<file path="src/logic/io_space_defines.svh">
// Purpose: Shared offsets, field positions, reset values and counts of the I/O space.
// Assumes: Included by the package and the design files by bare name.
// Notes: Definitions only.
`ifndef IO_SPACE_DEFINES_SVH
`define IO_SPACE_DEFINES_SVH

// --------
// Address space
// --------
`define IO_LOC_COUNT 64
`define IO_ADDR_W 6
`define IO_DATA_W 8
`define IO_DATA_OFFSET 7'h20
`define IO_DATA_TOP 7'h5F
`define IO_BIT_LIMIT 6'h1F
`define IO_MAPPED_TOP 6'h27
`define IO_RESET_VALUE 8'h00

// --------
// Register locations
// --------
`define IO_LOC_INPUT_DISABLE 6'h01
`define IO_LOC_BAUD_HIGH 6'h02
`define IO_LOC_FRAME_FORMAT 6'h03
`define IO_LOC_COMPARATOR 6'h08
`define IO_LOC_SERIAL_STATUS 6'h0B
`define IO_LOC_USI_STATUS 6'h0E
`define IO_LOC_PORT_D_IN 6'h10
`define IO_LOC_PORT_D_DIR 6'h11
`define IO_LOC_PORT_D_OUT 6'h12
`define IO_LOC_PORT_B_IN 6'h16
`define IO_LOC_PORT_A_IN 6'h19
`define IO_LOC_PORT_A_DIR 6'h1A
`define IO_LOC_PORT_A_OUT 6'h1B
`define IO_LOC_EE_CONTROL 6'h1C
`define IO_LOC_EE_ADDRESS 6'h1E
`define IO_LOC_WATCHDOG 6'h21
`define IO_LOC_FORCE_COMPARE 6'h22
`define IO_LOC_PRESCALER 6'h23
`define IO_LOC_CLOCK_DIV 6'h26

// --------
// Write-one-to-clear flag positions and event inputs
// --------
`define IO_CMP_FLAG_BIT 4
`define IO_TX_DONE_BIT 6
`define IO_USI_START_BIT 7
`define IO_USI_OVF_BIT 6
`define IO_USI_STOP_BIT 5
`define IO_WDOG_FLAG_BIT 7
`define IO_EVENT_COUNT 6

`endif

</file>
<file path="src/logic/io_space_pkg.sv">
// Purpose: Types and shared decode functions of the I/O register space.
// Assumes: io_space_defines.svh holds the numbers.
// Notes: Both ends use the same location masks.
`include "io_space_defines.svh"

package io_space_pkg;

  // --------
  // Types
  // --------
  // Operation carried to the register space
  typedef enum logic [4:0] {
    IO_OP_READ = 5'h01,
    IO_OP_WRITE = 5'h02,
    IO_OP_SET_BIT = 5'h04,
    IO_OP_CLR_BIT = 5'h08,
    IO_OP_TEST_BIT = 5'h10
  } io_op_t;

  // Instruction kinds accepted by the core-side end
  typedef enum logic [7:0] {
    CMD_IO_IN = 8'h01,
    CMD_IO_OUT = 8'h02,
    CMD_DATA_SPACE_LOAD_INSTR = 8'h04,
    CMD_DATA_SPACE_STORE_INSTR = 8'h08,
    CMD_SET_SINGLE_BIT_INSTR = 8'h10,
    CMD_CLEAR_SINGLE_BIT_INSTR = 8'h20,
    CMD_SKIP_IF_IO_BIT_SET_INSTR = 8'h40,
    CMD_SKIP_IF_IO_BIT_CLEAR_INSTR = 8'h80
  } cmd_t;

  // Core-side sequencer states
  typedef enum logic [1:0] {
    CORE_IDLE = 2'h1,
    CORE_WAIT = 2'h2
  } core_state_t;

  // --------
  // Decode functions
  // --------
  // Implemented bits of a location; zero marks reserved
  function automatic logic [7:0] loc_mask(input logic [5:0] loc);
    case (loc)
      `IO_LOC_INPUT_DISABLE: loc_mask = 8'h03;
      `IO_LOC_BAUD_HIGH: loc_mask = 8'h0F;
      `IO_LOC_FRAME_FORMAT: loc_mask = 8'h7F;
      6'h08, 6'h09, 6'h0A, 6'h0B, 6'h0C, 6'h0D, 6'h0E, 6'h0F: loc_mask = 8'hFF;
      `IO_LOC_PORT_D_IN, `IO_LOC_PORT_D_DIR, `IO_LOC_PORT_D_OUT: loc_mask = 8'h7F;
      6'h13, 6'h14, 6'h15, 6'h16, 6'h17, 6'h18: loc_mask = 8'hFF;
      `IO_LOC_PORT_A_IN, `IO_LOC_PORT_A_DIR, `IO_LOC_PORT_A_OUT: loc_mask = 8'h07;
      `IO_LOC_EE_CONTROL: loc_mask = 8'h3F;
      6'h1D: loc_mask = 8'hFF;
      `IO_LOC_EE_ADDRESS: loc_mask = 8'h7F;
      6'h20, `IO_LOC_WATCHDOG, 6'h24, 6'h25: loc_mask = 8'hFF;
      `IO_LOC_FORCE_COMPARE: loc_mask = 8'hC0;
      `IO_LOC_PRESCALER: loc_mask = 8'h01;
      `IO_LOC_CLOCK_DIV: loc_mask = 8'h8F;
      default: loc_mask = 8'h00;
    endcase
  endfunction

  // Reserved location inside the mapped lower part
  function automatic logic is_reserved(input logic [5:0] loc);
    is_reserved = (loc <= `IO_MAPPED_TOP) && (loc_mask(loc) == 8'h00);
  endfunction

endpackage

</file>
<file path="src/logic/io_space_if.sv">
// Purpose: Carrier between the core-side end and the register space.
// Assumes: One clock; requests held until answered.
// Notes: No clocking block; the bench joins both ends here.
`timescale 1ns/1ps
`default_nettype none

interface io_space_if;
  import io_space_pkg::*;

  // Request, held by the core end until ack
  logic req;
  io_op_t op;
  logic [5:0] addr;
  logic [2:0] bit_sel;
  logic [7:0] wdata;
  // Answer; ack is a one-cycle pulse, data held until the next take
  logic ack;
  logic [7:0] rdata;
  logic bit_val;
  logic refused;

  // Core end issues requests
  modport core_end(output req, output op, output addr, output bit_sel, output wdata,
    input ack, input rdata, input bit_val, input refused);

  // Register space answers them
  modport regs_end(input req, input op, input addr, input bit_sel, input wdata,
    output ack, output rdata, output bit_val, output refused);
endinterface

`default_nettype wire

</file>
<file path="src/logic/io_bit_merge.sv">
// Purpose: Next value of one register location under a write.
// Assumes: Mask already limited to implemented, addressed bits.
// Notes: Flag bits clear on one and hold on zero.
`timescale 1ns/1ps
`default_nettype none

module io_bit_merge #(
  parameter int unsigned WIDTH = 8
) (
  // Current contents and write
  input wire logic [WIDTH-1:0] old_in,
  input wire logic [WIDTH-1:0] wdata_in,
  input wire logic [WIDTH-1:0] mask_in,
  input wire logic [WIDTH-1:0] clear_mask_in,
  // Merged value
  output logic [WIDTH-1:0] new_out
);

  // --------
  // Merge
  // --------
  // Plain bits take the data; flag bits drop where a one is written
  always_comb begin
    new_out = (old_in & ~mask_in)
      | (wdata_in & mask_in & ~clear_mask_in)
      | (old_in & mask_in & clear_mask_in & ~wdata_in);
  end

endmodule

`default_nettype wire

</file>
<file path="src/logic/io_register_space.sv">
// Purpose: The whole 64-location I/O register space, with bit access on the lower half.
// Assumes: The core end holds a request until ack; pins synchronous to clk_in.
// Notes: Locations above the mapped part read as zero here.
`timescale 1ns/1ps
`default_nettype none
`include "io_space_defines.svh"

module io_register_space #(
  parameter int unsigned IO_LOCS = `IO_LOC_COUNT
) (
  // Clock and reset
  input wire logic clk_in,
  input wire logic rst_b_in,
  // Core side
  io_space_if.regs_end bus,
  // Port pin levels
  input wire logic [7:0] pin_a_in,
  input wire logic [7:0] pin_b_in,
  input wire logic [7:0] pin_d_in,
  // Peripheral flag events, one per flag
  input wire logic [`IO_EVENT_COUNT-1:0] flag_event_in,
  // Contents of every location
  output logic [`IO_LOC_COUNT-1:0][7:0] io_image_out
);
  import io_space_pkg::*;

  // --------
  // Elaboration checks
  // --------
  // The decode covers exactly 64 locations
  if (IO_LOCS != `IO_LOC_COUNT) begin : g_bad_locs
    $error("io_register_space serves only 64 locations");
  end

  // --------
  // Decode helpers
  // --------
  // Used by storage; is_pin_loc also by request decode
  // Flag bits that clear on a written one
  function automatic logic [7:0] clear_mask(input logic [5:0] loc);
    case (loc)
      `IO_LOC_COMPARATOR: clear_mask = 8'h01 << `IO_CMP_FLAG_BIT;
      `IO_LOC_SERIAL_STATUS: clear_mask = 8'h01 << `IO_TX_DONE_BIT;
      `IO_LOC_USI_STATUS: clear_mask = (8'h01 << `IO_USI_START_BIT)
        | (8'h01 << `IO_USI_OVF_BIT) | (8'h01 << `IO_USI_STOP_BIT);
      `IO_LOC_WATCHDOG: clear_mask = 8'h01 << `IO_WDOG_FLAG_BIT;
      default: clear_mask = 8'h00;
    endcase
  endfunction

  // Flag bits raised by peripheral events at a location
  function automatic logic [7:0] event_bits(input logic [5:0] loc,
                                            input logic [`IO_EVENT_COUNT-1:0] ev);
    event_bits = 8'h00;
    case (loc)
      `IO_LOC_COMPARATOR: event_bits[`IO_CMP_FLAG_BIT] = ev[0];
      `IO_LOC_SERIAL_STATUS: event_bits[`IO_TX_DONE_BIT] = ev[1];
      `IO_LOC_USI_STATUS: begin
        event_bits[`IO_USI_START_BIT] = ev[2];
        event_bits[`IO_USI_OVF_BIT] = ev[3];
        event_bits[`IO_USI_STOP_BIT] = ev[4];
      end
      `IO_LOC_WATCHDOG: event_bits[`IO_WDOG_FLAG_BIT] = ev[5];
      default: event_bits = 8'h00;
    endcase
  endfunction

  // Locations that mirror pins and ignore writes
  function automatic logic is_pin_loc(input logic [5:0] loc);
    is_pin_loc = (loc == `IO_LOC_PORT_A_IN)
      || (loc == `IO_LOC_PORT_B_IN)
      || (loc == `IO_LOC_PORT_D_IN);
  endfunction

  // --------
  // Request decode
  // --------
  logic ack_r; // Answer pulse
  logic [7:0] rdata_r; // Read data of the answer
  logic bit_val_r; // Tested bit of the answer
  logic refused_r; // Bit access out of range
  logic [7:0] regs_r [`IO_LOC_COUNT]; // Location storage

  // Held request decode
  logic take; // Request accepted this cycle
  logic is_bit_op; // Set, clear or test
  logic bit_range_bad; // Bit access above the bit window
  logic do_write; // Request changes a location
  logic [7:0] bit_onehot; // Addressed bit
  logic [7:0] cur_val; // Visible value of the addressed location

  // A request is taken once; the held req is ignored while ack shows
  assign take = bus.req && !ack_r;
  assign is_bit_op = (bus.op == IO_OP_SET_BIT) || (bus.op == IO_OP_CLR_BIT)
    || (bus.op == IO_OP_TEST_BIT);
  // Refused, never wrapped low
  assign bit_range_bad = is_bit_op && (bus.addr > `IO_BIT_LIMIT);
  // Pin mirrors never take writes
  assign do_write = take && !bit_range_bad && !is_pin_loc(bus.addr)
    && ((bus.op == IO_OP_WRITE) || (bus.op == IO_OP_SET_BIT)
    || (bus.op == IO_OP_CLR_BIT));
  // Addressed bit as a mask
  assign bit_onehot = 8'h01 << bus.bit_sel;

  // Reserved bits and locations read back as zero
  assign cur_val = regs_r[bus.addr] & loc_mask(bus.addr);

  // --------
  // Location storage
  // --------
  // One byte and merge per location
  for (genvar i = 0; i < `IO_LOC_COUNT; i++) begin : g_loc
    localparam logic [5:0] LOC = 6'(i);
    logic hit; // This location is written now
    logic [7:0] wr_mask; // Bits the write may touch
    logic [7:0] wr_data; // Data presented to the merge
    logic [7:0] merged; // Value after the write
    logic [7:0] pin_src; // Pin levels for mirror locations

    assign hit = do_write && (bus.addr == LOC);
    // Full writes cover implemented bits; bit ops cover one bit
    assign wr_mask = (bus.op == IO_OP_WRITE) ? loc_mask(LOC)
      : (bit_onehot & loc_mask(LOC));
    // Set writes a one, clear writes a zero, into the addressed bit
    assign wr_data = (bus.op == IO_OP_WRITE) ? bus.wdata
      : ((bus.op == IO_OP_SET_BIT) ? bit_onehot : 8'h00);
    assign pin_src = (LOC == `IO_LOC_PORT_A_IN) ? pin_a_in
      : ((LOC == `IO_LOC_PORT_B_IN) ? pin_b_in : pin_d_in);

    // Writes and bit ops share one path
    io_bit_merge #(
      .WIDTH(8)
    ) u_merge (
      .old_in(regs_r[i]),
      .wdata_in(wr_data),
      .mask_in(wr_mask),
      .clear_mask_in(clear_mask(LOC)),
      .new_out(merged)
    );

    // Stores writes; a flag event in the same cycle wins over its clear
    always_ff @(posedge clk_in) begin
      if (!rst_b_in) begin
        regs_r[i] <= `IO_RESET_VALUE;
      end else if (is_pin_loc(LOC)) begin
        // Mirrors follow the pins
        regs_r[i] <= pin_src & loc_mask(LOC);
      end else if (hit) begin
        // Events OR in last, so set wins
        regs_r[i] <= merged
          | (event_bits(LOC, flag_event_in) & loc_mask(LOC));
      end else begin
        // Idle cycles collect events
        regs_r[i] <= regs_r[i]
          | (event_bits(LOC, flag_event_in) & loc_mask(LOC));
      end
    end
  end

  // --------
  // Answer
  // --------
  // One-cycle acknowledge for every taken request
  always_ff @(posedge clk_in) begin
    if (!rst_b_in) begin
      ack_r <= 1'b0;
    end else begin
      ack_r <= take;
    end
  end

  // Read data and tested bit, captured with the request
  // Held until the next take for slow readers
  always_ff @(posedge clk_in) begin
    if (!rst_b_in) begin
      rdata_r <= 8'h00;
      bit_val_r <= 1'b0;
      refused_r <= 1'b0;
    end else if (take) begin
      // Refused bit accesses return zero
      rdata_r <= bit_range_bad ? 8'h00 : cur_val;
      bit_val_r <= !bit_range_bad && cur_val[bus.bit_sel];
      refused_r <= bit_range_bad;
    end
  end

  // --------
  // Outputs
  // --------
  assign bus.ack = ack_r;
  assign bus.rdata = rdata_r;
  assign bus.bit_val = bit_val_r;
  assign bus.refused = refused_r;
  // Storage copied out byte by byte
  always_comb begin
    for (int j = 0; j < `IO_LOC_COUNT; j++) begin
      io_image_out[j] = regs_r[j];
    end
  end

endmodule

`default_nettype wire

</file>
<file path="src/flat_wrapper.sv">
// flat-port wrapper written by rule: the top's interface ports become plain ports
module io_register_space_flat import io_space_pkg::*;
#(
  parameter int unsigned IO_LOCS = `IO_LOC_COUNT
)
  (clk_in, rst_b_in, pin_a_in, pin_b_in, pin_d_in, flag_event_in, io_image_out, bus_req, bus_op, bus_addr, bus_bit_sel, bus_wdata, bus_ack, bus_rdata, bus_bit_val, bus_refused);
  io_space_if bus_i ();
  input wire logic clk_in;
  input wire logic rst_b_in;
  input wire logic [7:0] pin_a_in;
  input wire logic [7:0] pin_b_in;
  input wire logic [7:0] pin_d_in;
  input wire logic [`IO_EVENT_COUNT-1:0] flag_event_in;
  output logic [`IO_LOC_COUNT-1:0][7:0] io_image_out;
  input wire logic [$bits(bus_i.req)-1:0] bus_req;
  input wire logic [$bits(bus_i.op)-1:0] bus_op;
  input wire logic [$bits(bus_i.addr)-1:0] bus_addr;
  input wire logic [$bits(bus_i.bit_sel)-1:0] bus_bit_sel;
  input wire logic [$bits(bus_i.wdata)-1:0] bus_wdata;
  output wire logic [$bits(bus_i.ack)-1:0] bus_ack;
  output wire logic [$bits(bus_i.rdata)-1:0] bus_rdata;
  output wire logic [$bits(bus_i.bit_val)-1:0] bus_bit_val;
  output wire logic [$bits(bus_i.refused)-1:0] bus_refused;
  assign bus_i.req = bus_req;
  assign bus_i.op = bus_op;
  assign bus_i.addr = bus_addr;
  assign bus_i.bit_sel = bus_bit_sel;
  assign bus_i.wdata = bus_wdata;
  assign bus_ack = bus_i.ack;
  assign bus_rdata = bus_i.rdata;
  assign bus_bit_val = bus_i.bit_val;
  assign bus_refused = bus_i.refused;
  io_register_space #(.IO_LOCS(IO_LOCS)) u_core (.clk_in(clk_in), .rst_b_in(rst_b_in), .bus(bus_i), .pin_a_in(pin_a_in), .pin_b_in(pin_b_in), .pin_d_in(pin_d_in), .flag_event_in(flag_event_in), .io_image_out(io_image_out));
endmodule
</file>
<file path="config.mk">
export PLATFORM = sky130hd
export DESIGN_NAME = io_register_space_flat
export DESIGN_NICKNAME = d
export VERILOG_FILES = /design/src/logic/io_space_pkg.sv /design/src/logic/io_space_if.sv /design/src/logic/io_bit_merge.sv /design/src/logic/io_register_space.sv /design/src/flat_wrapper.sv
export VERILOG_INCLUDE_DIRS = /design/src /design/src/logic
export SDC_FILE = /design/constraint.sdc
export NUM_CORES = 1
export LEC_CHECK = 0
export BUFFER_PORTS_ARGS = -buffer_cell sky130_fd_sc_hd__buf_2
export CAP_MARGIN = 20
export CORE_AREA = 2 2 224 226
export CTS_BUF_LIST = sky130_fd_sc_hd__clkbuf_4
export DETAILED_ROUTE_END_ITERATION = 7
export DIE_AREA = 0 0 226 228
export PLACE_DENSITY = 0.61
export SYNTH_ARGS = -nofsm -noshare
export SYNTH_HDL_FRONTEND = slang
export SYNTH_SLANG_ARGS = --single-unit
</file>
<file path="constraint.sdc">
create_clock -name clk_in -period 4.8 [get_ports clk_in]
set_input_delay 0.96 -clock clk_in [delete_from_list [all_inputs] [get_ports clk_in]]
set_output_delay 0.96 -clock clk_in [all_outputs]
set_load 0.03 [all_outputs]
</file>
==> qor.yml <==
outcome:
  status: "complete, no violations"
power_and_ir_drop:
  ir_drop_mv: 0.178
  p_leak_uw: 0.00699
  power_density_mw_per_mm2: 312
critical_path:
  crit_fanout: 22
  reg2reg_from: "u_core.bus.ack"
  required_ps: 5360
  r2r-end: "u_core.regs_r[12][7]"
  critPathCaptureType: "register"
  crit_arrival_ps: 3710
  crit_path_start_kind: "input port"
  critPathKind: "input port to register"
  rr_worst_depth: 7
  worst-r2r-setup-slack_ps: 2040
floorplan:
  num_io_pins: 578
  fp.dieW_um: 226
  rows: 82
  initial_utilization_pct: 29.3
  core-area_mm2: 0.0493
  die_area_mm2: 0.0515
  die_y_um: 228
synth:
  synth.most_common_cell: "buf_4"
  synth_commonest_cells: "buf_4 (299), nand2_1 (232), a21oi_1 (231)"
  yosys_most_used_dff: "edfxtp_1"
  yosysSeqAreaShare_pct: 45.1
  avgSynthCellArea_um2: 9.77
  yosys.area.top_type: "edfxtp_1"
  synth_cell_types: 70
  ys_seq_elements: 227
  synth.area.top_cells: "edfxtp_1 (41%), buf_4 (16%), a21oi_1 (8.0%), nand2_1 (6.0%), dfxtp_1 (4.0%)"
  yosys_warnings: 0
  syn_inst: 1482
  synth_top_area_share_pct: 41.1
  synth_area_mm2: 0.0145
  synth_edf_count: 198
  async_reset_ff_share_pct: 0
cts:
  clk_pin_slew_ps: 70
  hold_buffers: 0
  cts.sinks: 227
  cts_inserted_buffers: 59
  insertion_delay_ps: 750
  clk_path_buf_depth: 3
  post_cts_buffers: 0
  cts_tree: "done"
  postCtsResizedCells: 0
  cts_htree_levels: 2
  cts-root-buf: "clkbuf_4"
layout:
  multi_input_area_mm2: 0.00630
  regArea_mm2: 0.00653
  final_nets: 1839
  area_growth_syn_to_layout_pct: 12.5
  stdcell_count: 2497
  drive_above_1_share_pct: 26.5
  nFillCells: 5132
grt:
  grt-ovfl-total: 0
  grt_usage_pct: 21.3
  grt_pass1_wl_um: 79400
  grt_start_max_net_pins: 53
  antenna_found_initial: 3
  grt_pass1_vias: 11000
route:
  vias: 12200
  wl_um: 57200
  wl_per_cell_um: 22.9
  drtPass1Iterations: 6
  drc: 0
  detail-route-antenna-nets: 0
  via_per_inst: 4.90
  drt_iter0_markers: 1487
timing:
  period_needed_ps: 3150
  fmax_mhz: 317
  finalSetupTns_ps: 0
  hold_slack_ps: 420
  fin_crit_sh_pct: 65.7
  fin_skew_ps: 37.3
  drv_slew: 0
  tightest_slew_ps: 1130
  hold_viol_final: 0
  finalSetupViolations: 0
  maxSlewHeadroom_pct: 25.0
  rsz0062_at_grt: "false"
run:
  drv_cap: 0
place:
  dp.cells: 2389
  place.gp.congestion: 0.886
  dp_hpwl_um: 42700
  port-buffer-count: 275
min_path:
  hold_start: "pin_d_in[6]"
  min_path_type: "input port to register"
  holdPathStages: 2
  hold-path-endpoint: "u_core.regs_r[16][6]"
==> cell usage in the layout (no fill, tap or decap), types with 4 or more instances in the layout <==
master    synthesis  final
a211o_1           6      6
a211oi_1         12     12
a21oi_1         231    224
a21oi_2           2      6
a221o_1           4      4
a221oi_1          5      5
a22oi_1           7      6
a31oi_1          14     13
and2_1           20     20
buf_2             8    274
buf_4           299     51
clkbuf_4          0     94
clkinv_1          1      7
conb_1            2    302
dfxtp_1          29     29
diode_2           0      5
edfxtp_1        198    198
ha_1              6      6
inv_1             9      9
mux2_2            8      8
mux2i_1          39     39
mux4_1            6      6
mux4_2           15     15
nand2_1         232    232
nand2b_1          8      8
nand3_1          24     24
nand4_1           7      7
nor2_1           48     46
nor2b_1          13     13
nor3_1            7      7
o211ai_1         23     23
o21ai_0          46     46
o21ai_1           6      6
o22ai_1           5      5
or3_1             5      5
==> worst max path at each step <==
stage | from | slack, ps | endpoint | depth (start not counted)
floorplan | bus_addr[1] | 1070 | u_core.regs_r[17][0] | 12
global placement | bus_addr[0] | 970 | u_core.bus.bit_val | 10
detailed placement | bus_op[1] | 990 | u_core.regs_r[23][0] | 8
CTS | bus_op[1] | 1740 | u_core.regs_r[19][0] | 8
global route | bus_addr[3] | 1540 | u_core.regs_r[12][7] | 7
finish | bus_addr[3] | 1650 | u_core.regs_r[12][7] | 7
==> power by group <==
group | internal [uW] | switching (uW) | total [uW] | leakage (uW)
logic | 204 | 832 | 1040 | 0.00425
registers | 2210 | 65.9 | 2280 | 0.00228
clock network | 929 | 838 | 1770 | 0.000464
total | 3350 | 1740 | 5080 | 0.00699
==> flip-flops by register name, indices dropped and copies added, names as in the netlist <==
name                flops
u_core.bus.ack          1
u_core.regs_r         216
u_core.bus.rdata        8
u_core.bus.bit_val      1
u_core.bus.refused      1
==> kinds of logic after synthesis <==
group | after synthesis | share of synthesized area, %
AO/OA/AOI/OAI | 394 | 16.1
XOR/XNOR | 1 | 0.0605
adder cells (fa/ha/maj) | 6 | 0.519
buffers and inverters | 402 | 19.7
flip-flops | 227 | 45.1
multiplexers | 68 | 6.74
other | 2 | 0.0519
AND/OR/NAND/NOR | 382 | 11.7
==> through the flow <==
stage / total power [uW] / util (%) / setup WS (ps) / instance area, um2
2_1_floorplan: 3240 / - / 1070 / 15600
3_3_place_gp: 3340 / 31.4 / 972 / 15500
3_5_place_dp: 3350 / 31.4 / 988 / 15500
4_1_cts: 5100 / 33.0 / 1740 / 16300
5_1_grt: 5270 / 33.0 / 1540 / 16300
6_report: 5080 / 33.0 / 1650 / 16300
==> critical path: stages <==
cell	delay, ps
buf_2	370
inv_1	440
a31oi_1	350
o21ai_1	200
nor2_1	520
nand3_1	550
a21oi_1	290
==> area by class of cell <==
class / instances / area share, %
Clock inverter: 9 / 0.377
Tap cell: 672 / 5.17
Multi-Input combinational cell: 1153 / 38.7
Clock buffer: 94 / 4.34
Sequential cell: 227 / 40.1
Inverter: 10 / 0.231
Timing Repair Buffer: 327 / 11.0
Antenna cell: 5 / 0.0769
==> routing by layer <==
metal,global-route usage [%],share of wire [%],up-vias
met4,7.35,3.7,2
li1,-,-,5352
met3,5.32,11,123
met2,35.6,48,903
met5,0,0.028,-
met1,26.5,37,5845
Note: power is estimated with default switching activity, not from simulation.
